$ cat config.mk
export PLATFORM = sky130hd
export DESIGN_NAME = codec_ctrl_regs
export DESIGN_NICKNAME = d
export VERILOG_FILES = /design/src/logic/codec_ctrl_pkg.sv /design/src/logic/codec_ctrl_regs.sv
export SDC_FILE = /design/constraint.sdc
export NUM_CORES = 1
export LEC_CHECK = 0
export ABC_AREA = 1
export ABC_CLOCK_PERIOD_IN_PS = 6200
export BUFFER_PORTS_ARGS = -buffer_cell sky130_fd_sc_hd__buf_2
export CAP_MARGIN = 10
export CELL_PAD_IN_SITES_DETAIL_PLACEMENT = 1
export CELL_PAD_IN_SITES_GLOBAL_PLACEMENT = 1
export CORE_AREA = 2 2 196 198
export CTS_CLUSTER_SIZE = 24
export DETAILED_ROUTE_END_ITERATION = 10
export DIE_AREA = 0 0 198 200
export PLACE_DENSITY_LB_ADDON = 0.1
export SYNTH_ARGS = -nofsm -noshare
export SYNTH_HDL_FRONTEND = slang
export SYNTH_SLANG_ARGS = --single-unit
$ cat constraint.sdc
create_clock -name mclk -period 6.2 [get_ports mclk]
set_input_delay 0.31 -clock mclk [delete_from_list [all_inputs] [get_ports mclk]]
set_output_delay 0.31 -clock mclk [all_outputs]
set_load 0.02 [all_outputs]
$ cat src/logic/codec_ctrl_pkg.sv
// constants for the codec control register bank: serial subaddresses,
// register numbers, storage indices and field positions.
// assumes the register bank module and its bench are the only users.
`default_nettype none
package codec_ctrl_pkg;
   // device address: low bit comes from the address select strap
   localparam logic [6:0] DEV_ADDR_BASE = 7'h1e;
   localparam logic [7:0] SUB_WRITE = 8'h6c;
   localparam logic [7:0] SUB_READ = 8'h6d;
   localparam logic [15:0] REG_RESET = 16'h0000;
   localparam logic [3:0] BYTE_BITS = 4'h8;
   // byte numbers within one transfer, address byte is 0
   localparam logic [2:0] BY_SUB = 3'h1;
   localparam logic [2:0] BY_RHI = 3'h2;
   localparam logic [2:0] BY_RLO = 3'h3;
   localparam logic [2:0] BY_DHI = 3'h4;
   localparam logic [2:0] BY_DLO = 3'h5;
   // register numbers
   localparam logic [15:0] A_CONV = 16'h0000;
   localparam logic [15:0] A_MIX_ADC = 16'h0006;
   localparam logic [15:0] A_MIX_DSP = 16'h0007;
   localparam logic [15:0] A_LVL_INL = 16'h000a;
   localparam logic [15:0] A_LVL_INR = 16'h000b;
   localparam logic [15:0] A_LVL_PRL = 16'h000c;
   localparam logic [15:0] A_LVL_PRR = 16'h000d;
   localparam logic [15:0] A_OUT_MODE = 16'h000e;
   localparam logic [15:0] A_OUT_SRC = 16'h000f;
   localparam logic [15:0] A_MAIN = 16'h0010;
   localparam logic [15:0] A_TRIM = 16'h0011;
   localparam logic [15:0] A_AUTO = 16'h0012;
   localparam logic [15:0] A_LOW = 16'h0014;
   localparam logic [15:0] A_HIGH = 16'h0015;
   localparam logic [15:0] A_CONTOUR = 16'h001e;
   localparam logic [15:0] A_SHAPE = 16'h0021;
   localparam logic [15:0] A_STRENGTH = 16'h0022;
   localparam logic [15:0] A_HARM = 16'h0023;
   localparam logic [15:0] A_CENTRE = 16'h0024;
   localparam logic [15:0] A_IN_MODE = 16'h8000;
   // storage indices of the writable registers
   localparam logic [3:0] I_CONV = 4'h0;
   localparam logic [3:0] I_MIX_ADC = 4'h1;
   localparam logic [3:0] I_MIX_DSP = 4'h2;
   localparam logic [3:0] I_OUT_MODE = 4'h3;
   localparam logic [3:0] I_OUT_SRC = 4'h4;
   localparam logic [3:0] I_MAIN = 4'h5;
   localparam logic [3:0] I_TRIM = 4'h6;
   localparam logic [3:0] I_AUTO = 4'h7;
   localparam logic [3:0] I_LOW = 4'h8;
   localparam logic [3:0] I_HIGH = 4'h9;
   localparam logic [3:0] I_CONTOUR = 4'ha;
   localparam logic [3:0] I_SHAPE = 4'hb;
   localparam logic [3:0] I_STRENGTH = 4'hc;
   localparam logic [3:0] I_HARM = 4'hd;
   localparam logic [3:0] I_CENTRE = 4'he;
   localparam logic [3:0] I_IN_MODE = 4'hf;
   // field positions
   localparam int F_HI = 8;
   localparam int F_GAIN_L = 12;
   localparam int F_GAIN_R = 8;
   localparam int F_MIC = 4;
   localparam int F_LSEL = 3;
   localparam int F_EN_L = 2;
   localparam int F_EN_R = 1;
   localparam int F_EN_DA = 0;
   localparam int F_TOP = 15;
   localparam int F_INV = 14;
   localparam int F_DEEMPH = 0;
   localparam int F_BASS_ON = 1;
   localparam int F_AUTO_ON = 12;
   localparam int F_DECAY = 8;

   // bit 4 flags a writable register, low bits give its storage index
   function automatic logic [4:0] reg_index(input logic [15:0] a);
      case (a)
         A_CONV: reg_index = {1'b1, I_CONV};
         A_MIX_ADC: reg_index = {1'b1, I_MIX_ADC};
         A_MIX_DSP: reg_index = {1'b1, I_MIX_DSP};
         A_OUT_MODE: reg_index = {1'b1, I_OUT_MODE};
         A_OUT_SRC: reg_index = {1'b1, I_OUT_SRC};
         A_MAIN: reg_index = {1'b1, I_MAIN};
         A_TRIM: reg_index = {1'b1, I_TRIM};
         A_AUTO: reg_index = {1'b1, I_AUTO};
         A_LOW: reg_index = {1'b1, I_LOW};
         A_HIGH: reg_index = {1'b1, I_HIGH};
         A_CONTOUR: reg_index = {1'b1, I_CONTOUR};
         A_SHAPE: reg_index = {1'b1, I_SHAPE};
         A_STRENGTH: reg_index = {1'b1, I_STRENGTH};
         A_HARM: reg_index = {1'b1, I_HARM};
         A_CENTRE: reg_index = {1'b1, I_CENTRE};
         A_IN_MODE: reg_index = {1'b1, I_IN_MODE};
         default: reg_index = 5'h00;
      endcase
   endfunction
endpackage
`default_nettype wire

$ cat src/logic/codec_ctrl_regs.sv
// codec control and status registers behind a two-wire serial slave.
// assumes a single host master, scl well below mclk/8, no clock stretch.
//
// Operation
// - read: set number, restart, two bytes, nack
// - write: number then data, high byte first
// - 16-bit registers only via two subaddresses
// - microphone gain from 4-bit field
// - left input select line or microphone
// - converter enables; dac bit drives reference
// - mono bit copies left into right
// - two-bit de-emphasis select
// - dac source core or a/d
// - 8-bit linear mixer scale factors
// - mono matrix and right invert bits
// - signed bass and treble gain bytes
// - contour gain upper byte
// - bass effect strength byte
// - bass effect harmonics byte
// - bass effect centre in 10 Hz
// - bass effect corner in 10 Hz
// - shape bit 1 turns effect on
// - auto level on/off and decay nibble
// - signed balance byte
// - main volume byte, zero mutes at reset
// - level registers return 15-bit value
`default_nettype none
module codec_ctrl_regs (
   // clock and reset
   input wire logic mclk,
   input wire logic resetn,
   // serial pins, open drain
   input wire logic scl_i,
   output logic scl_o,
   output logic scl_oe,
   input wire logic sda_i,
   output logic sda_o,
   output logic sda_oe,
   input wire logic addr_select,
   // levels from the signal path
   input wire logic [14:0] input_level_left,
   input wire logic [14:0] input_level_right,
   input wire logic [14:0] processing_level_left,
   input wire logic [14:0] processing_level_right,
   // converter setup
   output logic [3:0] adc_gain_left,
   output logic [3:0] adc_gain_right,
   output logic [3:0] mic_gain,
   output logic left_src_mic,
   output logic adc_left_en,
   output logic adc_right_en,
   output logic dac_en,
   output logic analog_reference_en,
   output logic input_mono,
   output logic [1:0] deemph_sel,
   // output path
   output logic dac_src_adc,
   output logic [7:0] mix_adc_scale,
   output logic [7:0] mix_dsp_scale,
   output logic out_mono,
   output logic out_invert_right,
   // tone and level
   output logic [7:0] low_shelf_gain,
   output logic [7:0] high_shelf_gain,
   output logic [7:0] contour_gain,
   output logic [7:0] contour_fine,
   output logic [7:0] bass_effect_strength,
   output logic [7:0] bass_effect_harmonics,
   output logic [7:0] bass_effect_centre,
   output logic [7:0] bass_effect_corner,
   output logic bass_effect_on,
   output logic auto_level_on,
   output logic [3:0] auto_level_decay,
   output logic [7:0] left_right_trim,
   output logic [7:0] main_gain
);
   typedef enum logic [2:0] {st_idle, st_rx, st_ack, st_tx, st_rack}
      state_t;

   state_t state_q;
   logic scl_s1, scl_s2, scl_s3, sda_s1, sda_s2, sda_s3;
   logic sel_s1, sel_s2;
   logic scl_rise, scl_fall, start_c, stop_c;
   logic [3:0] nbits_q;
   logic [2:0] byte_q;
   logic [7:0] sh_q, rhi_q, dhi_q, dlo_q;
   logic rw_q, sub_wr_q, rd_lo_q, sda_oe_q;
   logic [15:0] ptr_q, word_q, rd_word;
   logic [15:0] mem_q [16];
   logic byte_ok, wr_go;
   logic [4:0] widx;

   // edge detect looks only at second and third stages
   always_ff @(posedge mclk or negedge resetn)
      if (!resetn)
      begin
         {scl_s1, scl_s2, scl_s3} <= 3'h7;
         {sda_s1, sda_s2, sda_s3} <= 3'h7;
         {sel_s1, sel_s2} <= 2'h0;
      end
      else
      begin
         {scl_s1, scl_s2, scl_s3} <= {scl_i, scl_s1, scl_s2};
         {sda_s1, sda_s2, sda_s3} <= {sda_i, sda_s1, sda_s2};
         {sel_s1, sel_s2} <= {addr_select, sel_s1};
      end

   assign scl_rise = scl_s2 & ~scl_s3;
   assign scl_fall = ~scl_s2 & scl_s3;
   assign start_c = scl_s2 & scl_s3 & sda_s3 & ~sda_s2;
   assign stop_c = scl_s2 & scl_s3 & ~sda_s3 & sda_s2;

   // accept or refuse the byte just shifted in
   always_comb
   begin
      byte_ok = 1'b0;
      case (byte_q)
         3'h0: byte_ok = sh_q[7:1] ==
            {codec_ctrl_pkg::DEV_ADDR_BASE[6:1], sel_s2};
         codec_ctrl_pkg::BY_SUB:
            byte_ok = (sh_q == codec_ctrl_pkg::SUB_WRITE) ||
                      (sh_q == codec_ctrl_pkg::SUB_READ);
         codec_ctrl_pkg::BY_RHI, codec_ctrl_pkg::BY_RLO,
         codec_ctrl_pkg::BY_DHI, codec_ctrl_pkg::BY_DLO:
            byte_ok = sub_wr_q;
         default: byte_ok = 1'b0;
      endcase
   end

   assign widx = codec_ctrl_pkg::reg_index(ptr_q);
   // commit on the falling edge that closes the last data ack
   assign wr_go = (state_q == st_ack) && scl_fall && widx[4] &&
                  (byte_q == codec_ctrl_pkg::BY_DLO);

   // read data: level registers carry a zero top bit
   always_comb
   begin
      rd_word = 16'h0000;
      case (ptr_q)
         codec_ctrl_pkg::A_LVL_INL: rd_word = {1'b0, input_level_left};
         codec_ctrl_pkg::A_LVL_INR: rd_word = {1'b0, input_level_right};
         codec_ctrl_pkg::A_LVL_PRL:
            rd_word = {1'b0, processing_level_left};
         codec_ctrl_pkg::A_LVL_PRR:
            rd_word = {1'b0, processing_level_right};
         default: rd_word = widx[4] ? mem_q[widx[3:0]] : 16'h0000;
      endcase
   end

   // serial slave sequencer
   always_ff @(posedge mclk or negedge resetn)
      if (!resetn)
      begin
         state_q <= st_idle;
         nbits_q <= 4'h0;
         byte_q <= 3'h0;
         sh_q <= 8'h00;
         rhi_q <= 8'h00;
         dhi_q <= 8'h00;
         dlo_q <= 8'h00;
         rw_q <= 1'b0;
         sub_wr_q <= 1'b0;
         rd_lo_q <= 1'b0;
         ptr_q <= 16'h0000;
         word_q <= 16'h0000;
         sda_oe_q <= 1'b0;
      end
      else if (start_c)
      begin
         // a restart keeps the register number for the read
         state_q <= st_rx;
         nbits_q <= 4'h0;
         byte_q <= 3'h0;
         sda_oe_q <= 1'b0;
      end
      else if (stop_c)
      begin
         state_q <= st_idle;
         sda_oe_q <= 1'b0;
      end
      else
         case (state_q)
            st_rx:
               if (scl_rise)
               begin
                  sh_q <= {sh_q[6:0], sda_s2};
                  nbits_q <= nbits_q + 4'h1;
               end
               else if (scl_fall && nbits_q == codec_ctrl_pkg::BYTE_BITS)
               begin
                  nbits_q <= 4'h0;
                  if (byte_ok)
                  begin
                     state_q <= st_ack;
                     sda_oe_q <= 1'b1;
                     case (byte_q)
                        3'h0: rw_q <= sh_q[0];
                        codec_ctrl_pkg::BY_SUB:
                           sub_wr_q <= sh_q == codec_ctrl_pkg::SUB_WRITE;
                        codec_ctrl_pkg::BY_RHI: rhi_q <= sh_q;
                        codec_ctrl_pkg::BY_RLO: ptr_q <= {rhi_q, sh_q};
                        codec_ctrl_pkg::BY_DHI: dhi_q <= sh_q;
                        default: dlo_q <= sh_q;
                     endcase
                  end
                  else
                     state_q <= st_idle;
               end
            st_ack:
               if (scl_fall)
               begin
                  byte_q <= byte_q + 3'h1;
                  nbits_q <= 4'h0;
                  if (rw_q && byte_q == 3'h0)
                  begin
                     // read: high byte first, then low byte
                     state_q <= st_tx;
                     word_q <= rd_word;
                     sh_q <= rd_word[15:8];
                     sda_oe_q <= ~rd_word[15];
                     rd_lo_q <= 1'b0;
                  end
                  else
                  begin
                     state_q <= st_rx;
                     sda_oe_q <= 1'b0;
                  end
               end
            st_tx:
               if (scl_rise)
                  nbits_q <= nbits_q + 4'h1;
               else if (scl_fall)
               begin
                  if (nbits_q == codec_ctrl_pkg::BYTE_BITS)
                  begin
                     state_q <= st_rack;
                     sda_oe_q <= 1'b0;
                  end
                  else
                  begin
                     sh_q <= {sh_q[6:0], 1'b0};
                     sda_oe_q <= ~sh_q[6];
                  end
               end
            st_rack:
               if (scl_rise && sda_s2)
                  state_q <= st_idle;
               else if (scl_fall)
               begin
                  // bytes past the second byte read as zero
                  state_q <= st_tx;
                  nbits_q <= 4'h0;
                  rd_lo_q <= 1'b1;
                  sh_q <= rd_lo_q ? 8'h00 : word_q[7:0];
                  sda_oe_q <= rd_lo_q ? 1'b1 : ~word_q[7];
               end
            default:
               sda_oe_q <= 1'b0;
         endcase

   // register storage, written only by a completed write
   always_ff @(posedge mclk or negedge resetn)
      if (!resetn)
      begin
         for (int i = 0; i < 16; i++)
            mem_q[i] <= codec_ctrl_pkg::REG_RESET;
      end
      else if (wr_go && sub_wr_q)
         mem_q[widx[3:0]] <= {dhi_q, dlo_q};

   // open drain: only the low level is ever driven
   always_ff @(posedge mclk or negedge resetn)
      if (!resetn)
      begin
         sda_o <= 1'b0;
         scl_o <= 1'b0;
         scl_oe <= 1'b0;
      end
      else
      begin
         sda_o <= 1'b0;
         scl_o <= 1'b0;
         scl_oe <= 1'b0;
      end

   assign sda_oe = sda_oe_q;
   // field outputs are slices of the storage flops, except auto_level_on, an OR of a nibble
   assign adc_gain_left = mem_q[codec_ctrl_pkg::I_CONV][15:12];
   assign adc_gain_right = mem_q[codec_ctrl_pkg::I_CONV][11:8];
   assign mic_gain = mem_q[codec_ctrl_pkg::I_CONV][7:4];
   assign left_src_mic =
      mem_q[codec_ctrl_pkg::I_CONV][codec_ctrl_pkg::F_LSEL];
   assign adc_left_en =
      mem_q[codec_ctrl_pkg::I_CONV][codec_ctrl_pkg::F_EN_L];
   assign adc_right_en =
      mem_q[codec_ctrl_pkg::I_CONV][codec_ctrl_pkg::F_EN_R];
   assign dac_en = mem_q[codec_ctrl_pkg::I_CONV][codec_ctrl_pkg::F_EN_DA];
   // the reference follows the dac bit; host keeps an a/d on meanwhile
   assign analog_reference_en =
      mem_q[codec_ctrl_pkg::I_CONV][codec_ctrl_pkg::F_EN_DA];
   assign input_mono =
      mem_q[codec_ctrl_pkg::I_IN_MODE][codec_ctrl_pkg::F_TOP];
   assign deemph_sel = mem_q[codec_ctrl_pkg::I_IN_MODE][1:0];
   assign dac_src_adc =
      mem_q[codec_ctrl_pkg::I_OUT_SRC][codec_ctrl_pkg::F_TOP];
   assign mix_adc_scale = mem_q[codec_ctrl_pkg::I_MIX_ADC][15:8];
   assign mix_dsp_scale = mem_q[codec_ctrl_pkg::I_MIX_DSP][15:8];
   assign out_mono =
      mem_q[codec_ctrl_pkg::I_OUT_MODE][codec_ctrl_pkg::F_TOP];
   assign out_invert_right =
      mem_q[codec_ctrl_pkg::I_OUT_MODE][codec_ctrl_pkg::F_INV];
   assign low_shelf_gain = mem_q[codec_ctrl_pkg::I_LOW][15:8];
   assign high_shelf_gain = mem_q[codec_ctrl_pkg::I_HIGH][15:8];
   assign contour_gain = mem_q[codec_ctrl_pkg::I_CONTOUR][15:8];
   assign contour_fine = mem_q[codec_ctrl_pkg::I_CONTOUR][7:0];
   assign bass_effect_strength =
      mem_q[codec_ctrl_pkg::I_STRENGTH][15:8];
   assign bass_effect_harmonics =
      mem_q[codec_ctrl_pkg::I_HARM][15:8];
   assign bass_effect_centre = mem_q[codec_ctrl_pkg::I_CENTRE][15:8];
   assign bass_effect_corner = mem_q[codec_ctrl_pkg::I_SHAPE][15:8];
   assign bass_effect_on =
      mem_q[codec_ctrl_pkg::I_SHAPE][codec_ctrl_pkg::F_BASS_ON];
   // any top nibble but zero counts as on
   assign auto_level_on = |mem_q[codec_ctrl_pkg::I_AUTO][15:12];
   assign auto_level_decay = mem_q[codec_ctrl_pkg::I_AUTO][11:8];
   assign left_right_trim = mem_q[codec_ctrl_pkg::I_TRIM][15:8];
   assign main_gain = mem_q[codec_ctrl_pkg::I_MAIN][15:8];

   property p_drive_only_ack_tx;
      @(posedge mclk) disable iff (!resetn)
      sda_oe_q |-> (state_q == st_ack || state_q == st_tx);
   endproperty
   a_drive_only_ack_tx: assert property (p_drive_only_ack_tx)
      else $error("sda driven outside ack or transmit");

   property p_main_write;
      @(posedge mclk) disable iff (!resetn)
      (wr_go && sub_wr_q && widx[3:0] == codec_ctrl_pkg::I_MAIN)
         |=> main_gain == $past(dhi_q);
   endproperty
   a_main_write: assert property (p_main_write)
      else $error("volume byte not stored from high data byte");

   property p_conv_change_cause;
      @(posedge mclk) disable iff (!resetn)
      !$stable(mem_q[codec_ctrl_pkg::I_CONV]) |-> $past(wr_go);
   endproperty
   a_conv_change_cause: assert property (p_conv_change_cause)
      else $error("register changed without completed write");
   property p_level_read;
      @(posedge mclk) disable iff (!resetn)
      (state_q == st_ack && scl_fall && rw_q && byte_q == 3'h0 &&
       ptr_q == codec_ctrl_pkg::A_LVL_INL)
         |=> word_q == {1'b0, $past(input_level_left)};
   endproperty
   a_level_read: assert property (p_level_read)
      else $error("level readout wrong");

   property p_bad_sub;
      @(posedge mclk) disable iff (!resetn)
      (state_q == st_rx && scl_fall && !start_c && !stop_c &&
       nbits_q == codec_ctrl_pkg::BYTE_BITS &&
       byte_q == codec_ctrl_pkg::BY_SUB &&
       sh_q != codec_ctrl_pkg::SUB_WRITE &&
       sh_q != codec_ctrl_pkg::SUB_READ) |=> state_q == st_idle;
   endproperty
   a_bad_sub: assert property (p_bad_sub)
      else $error("unknown subaddress acknowledged");

   property p_first_bit;
      @(posedge mclk) disable iff (!resetn)
      (state_q == st_ack && scl_fall && !start_c && !stop_c && rw_q &&
       byte_q == 3'h0)
         |=> state_q == st_tx && sda_oe_q == ~word_q[15];
   endproperty
   a_first_bit: assert property (p_first_bit)
      else $error("read did not start with high data bit");

   property p_nack_ends;
      @(posedge mclk) disable iff (!resetn)
      (state_q == st_rack && scl_rise && sda_s2 && !start_c && !stop_c)
         |=> state_q == st_idle ##1 !sda_oe_q;
   endproperty
   a_nack_ends: assert property (p_nack_ends)
      else $error("transmit continued after not-acknowledge");

   property p_ptr_load;
      @(posedge mclk) disable iff (!resetn)
      (state_q == st_rx && scl_fall && !start_c && !stop_c && sub_wr_q &&
       nbits_q == codec_ctrl_pkg::BYTE_BITS &&
       byte_q == codec_ctrl_pkg::BY_RLO)
         |=> ptr_q == {rhi_q, $past(sh_q)} && sda_oe_q;
   endproperty
   a_ptr_load: assert property (p_ptr_load)
      else $error("register number not taken");
endmodule
`default_nettype wire

==> results.yml <==
floorplan:
  core.rowCount: 71
  ios: 194
  die_area_um2: 39600
  die_x_um: 198
  initial_core_util: 0.466
  dieHeight_um: 200
  core-area_um2: 37400
synthesis:
  async_flop_share: 1.00
  synth_warnings: 0
  ys_seq_elements: 334
  synth_area_um2: 17400
  synth_ff_type: "dfrtp_1"
  synth-edff-count: 0
  synth_area_per_cell_um2: 7.70
  synth_cell_type_count: 43
  ys_seq_area_frac: 0.480
  synthCells: 2264
layout:
  area_growth_pct: 9.99
  largest_register_ffs: 133
  drive_gt1_frac: 0.136
  fin_area_um2: 19200
  nNetsFinal: 2357
  top_register: "mem_q"
  fin_cells: 2822
  multi_input_area_um2: 6970
  seq_area_um2: 8370
  fillers: 4682
  insertedDiodeCount: 0
  top_regs: "mem_q x133, ptr_q x16"
timing:
  slew_headroom: 0.186
  rsz0062_at_grt: "no"
  final.setup.tns_ns: 0
  hold_ws_ns: 0.110
  fin_crit_sh: 0.653
  setup_viol: 0
  final.setup_skew_ns: 0.0190
  max_freq_ghz: 0.247
  slew_violations: 0
  finalHoldViolCount: 0
  layout_min_cycle_time_ns: 4.05
  worst-slew-pin-transition_ns: 1.22
worst_setup_path:
  crit_fanout: 67
  r2r_slack_ns: 2.15
  crit_path_end_kind: "flip-flop"
  startpoint: "ptr_q[9]"
  reg2reg_depth: 11
  required_ns: 6.63
  cp-start-kind: "flip-flop"
  cp.arrival_ns: 4.47
  crit_type: "flip-flop to flip-flop"
  r2r_end: "auto_level_decay[0]"
  r2r-start: "ptr_q[9]"
  endpoint: "auto_level_decay[0]"
status:
  status: "finished, final reports clean"
route:
  first_pass_iters: 5
  wirelength_um: 59400
  vias: 15600
  post-route-drc-count: 0
  drt-vias-per-instance: 5.51
  drtIter0Drc: 964
  antenna_left: 0
  routedWlPerCell_um: 21.0
cts:
  clk_latency_ns: 0.56
  cts_tree: "done"
  h-tree-depth: 2
  clockBufferDepth: 3
  root_buffer: "clkbuf_16"
  cts.sinks: 334
  numCtsBuffers: 40
  clk_pin_slew_ns: 0.06
  cts_resized: 0
power_and_ir_drop:
  p_leak_nw: 9.13
  ir_drop_v: 0.000195
  power_density_nw_per_um2: 267
run:
  maxCapViolCount: 0
place:
  dpl.hpwl_um: 39800
  placed_cells: 2748
  dpl_cell_area_um2: 17900
  port_buffers: 190
  gp_congestion: 0.838
hold_path:
  hold_path.class: "input port to flip-flop"
  worstHoldStart: "input_level_left[6]"
global_routing:
  grt_max_degree: 173
  antenna_found_initial: 2
  grt_pass1_vias: 15900
  grt_pass1_wl_um: 92500
  grt_remaining_overflow: 0
  grt_usage: 0.305
[routing by layer]
metal,GRT usage,part of all wire
met5,0,0.00022
met2,0.503,0.47
met1,0.414,0.45
met4,0.103,0.031
met3,0.0472,0.049
[what timing repair did]
item | in CTS | in global routing
hold buffers | 4 | 0
endpoints found under the hold margin | 89 | 0
buffers inserted | 0 | 0
[cell usage in the layout (no fill, tap or decap), types with 8 or more instances in the layout]
master / instances
buf_4: 29
nand3b_1: 36
clkbuf_16: 41
a221oi_1: 8
a22oi_1: 28
nor2_1: 125
dfrtp_1: 328
o21ai_0: 329
a21oi_1: 64
nand2_1: 708
clkinv_2: 8
inv_1: 182
nand4_1: 9
buf_2: 189
o211ai_1: 31
o21ai_1: 28
clkbuf_8: 11
mux2_2: 8
nand3_1: 62
nor3_1: 14
[worst min-delay path by stage]
stage / to / slack (ns) / cells after the start
6_report: word_q[6] / 0.11 / 5
5_1_grt: word_q[6] / 0.15 / 5
4_1_cts: word_q[6] / 0.09 / 5
3_5_place_dp: sel_s2 / 0.34 / 0
3_3_place_gp: sel_s2 / 0.34 / 0
2_1_floorplan: adc_gain_left[0] / 0.01 / 0
[Yosys cell counts (all sizes together), types with 2 or more instances]
cell type | count | area share
a21boi | 2 | 0.00086
nand3 | 62 | 0.018
a22oi | 28 | 0.012
nand4 | 10 | 0.0039
a221oi | 8 | 0.0040
o22ai | 2 | 0.00072
buf | 151 | 0.061
o21ai | 357 | 0.10
dfstp | 6 | 0.0090
a211oi | 2 | 0.00086
nor3 | 17 | 0.0058
nand2 | 710 | 0.15
nor2 | 133 | 0.030
nor4 | 4 | 0.0014
nand3b | 37 | 0.016
inv | 185 | 0.040
ha | 7 | 0.0050
o21bai | 7 | 0.0030
o211ai | 31 | 0.013
clkbuf | 97 | 0.021
dfrtp | 328 | 0.47
a21oi | 64 | 0.018
mux2 | 8 | 0.0052
[critical path, cell delays in order, from the launching register on]
cell and delay, ns:
dfrtp_1 0.38, nor2_1 0.11, nand2_1 0.10, nor2_2 0.55, nand2_1 0.18, nand2_1 0.14, nor2_4 0.13, nand2_4 0.67
nand2_1 0.20, nor2_2 0.20, nand2_1 0.74, o21ai_0 0.47
[stage by stage]
stage | setup slack (ns) | utilization | total power, mW
finish | 2.15 | 0.512 | 5.12
global route | 1.72 | 0.512 | 5.32
CTS | 2.19 | 0.512 | 5.15
detailed placement | 2.21 | 0.477 | 2.87
global placement | 2.37 | 0.477 | 2.84
floorplan | 3.95 | - | 2.63
[power by group]
| group | switching, mW | internal [mW] | leakage (nW) |
|---|---|---|---|
| clock network | 0.941 | 1.34 | 0.628 |
| registers | 0.0526 | 2.24 | 4.58 |
| logic | 0.401 | 0.154 | 3.92 |
[area by class of cell]
cell class | instances | area share
Clock buffer | 59 | 0.0628
Clock inverter | 9 | 0.00255
Inverter | 185 | 0.0362
Multi-Input combinational cell | 1499 | 0.363
Sequential cell | 334 | 0.436
Tap cell | 511 | 0.0334
Timing Repair Buffer | 225 | 0.0652
[kinds of logic (layout without fill, tap and decap cells)]
| kind of cell | after synthesis | after routing | synth area share |
|---|---|---|---|
| and+or+nand+nor | 974 | 974 | 0.230 |
| AOI/OAI and AO/OA | 506 | 506 | 0.158 |
| buffers and inverters | 433 | 478 | 0.121 |
| DFF | 334 | 334 | 0.480 |
| muxes | 8 | 8 | 0.00517 |
| adders and majority gates | 7 | 7 | 0.00503 |
| other | 1 | 3 | 0.000215 |
| xor gates and xnor gates | 1 | 1 | 0.000503 |
Power figures use the tool's default switching activity.
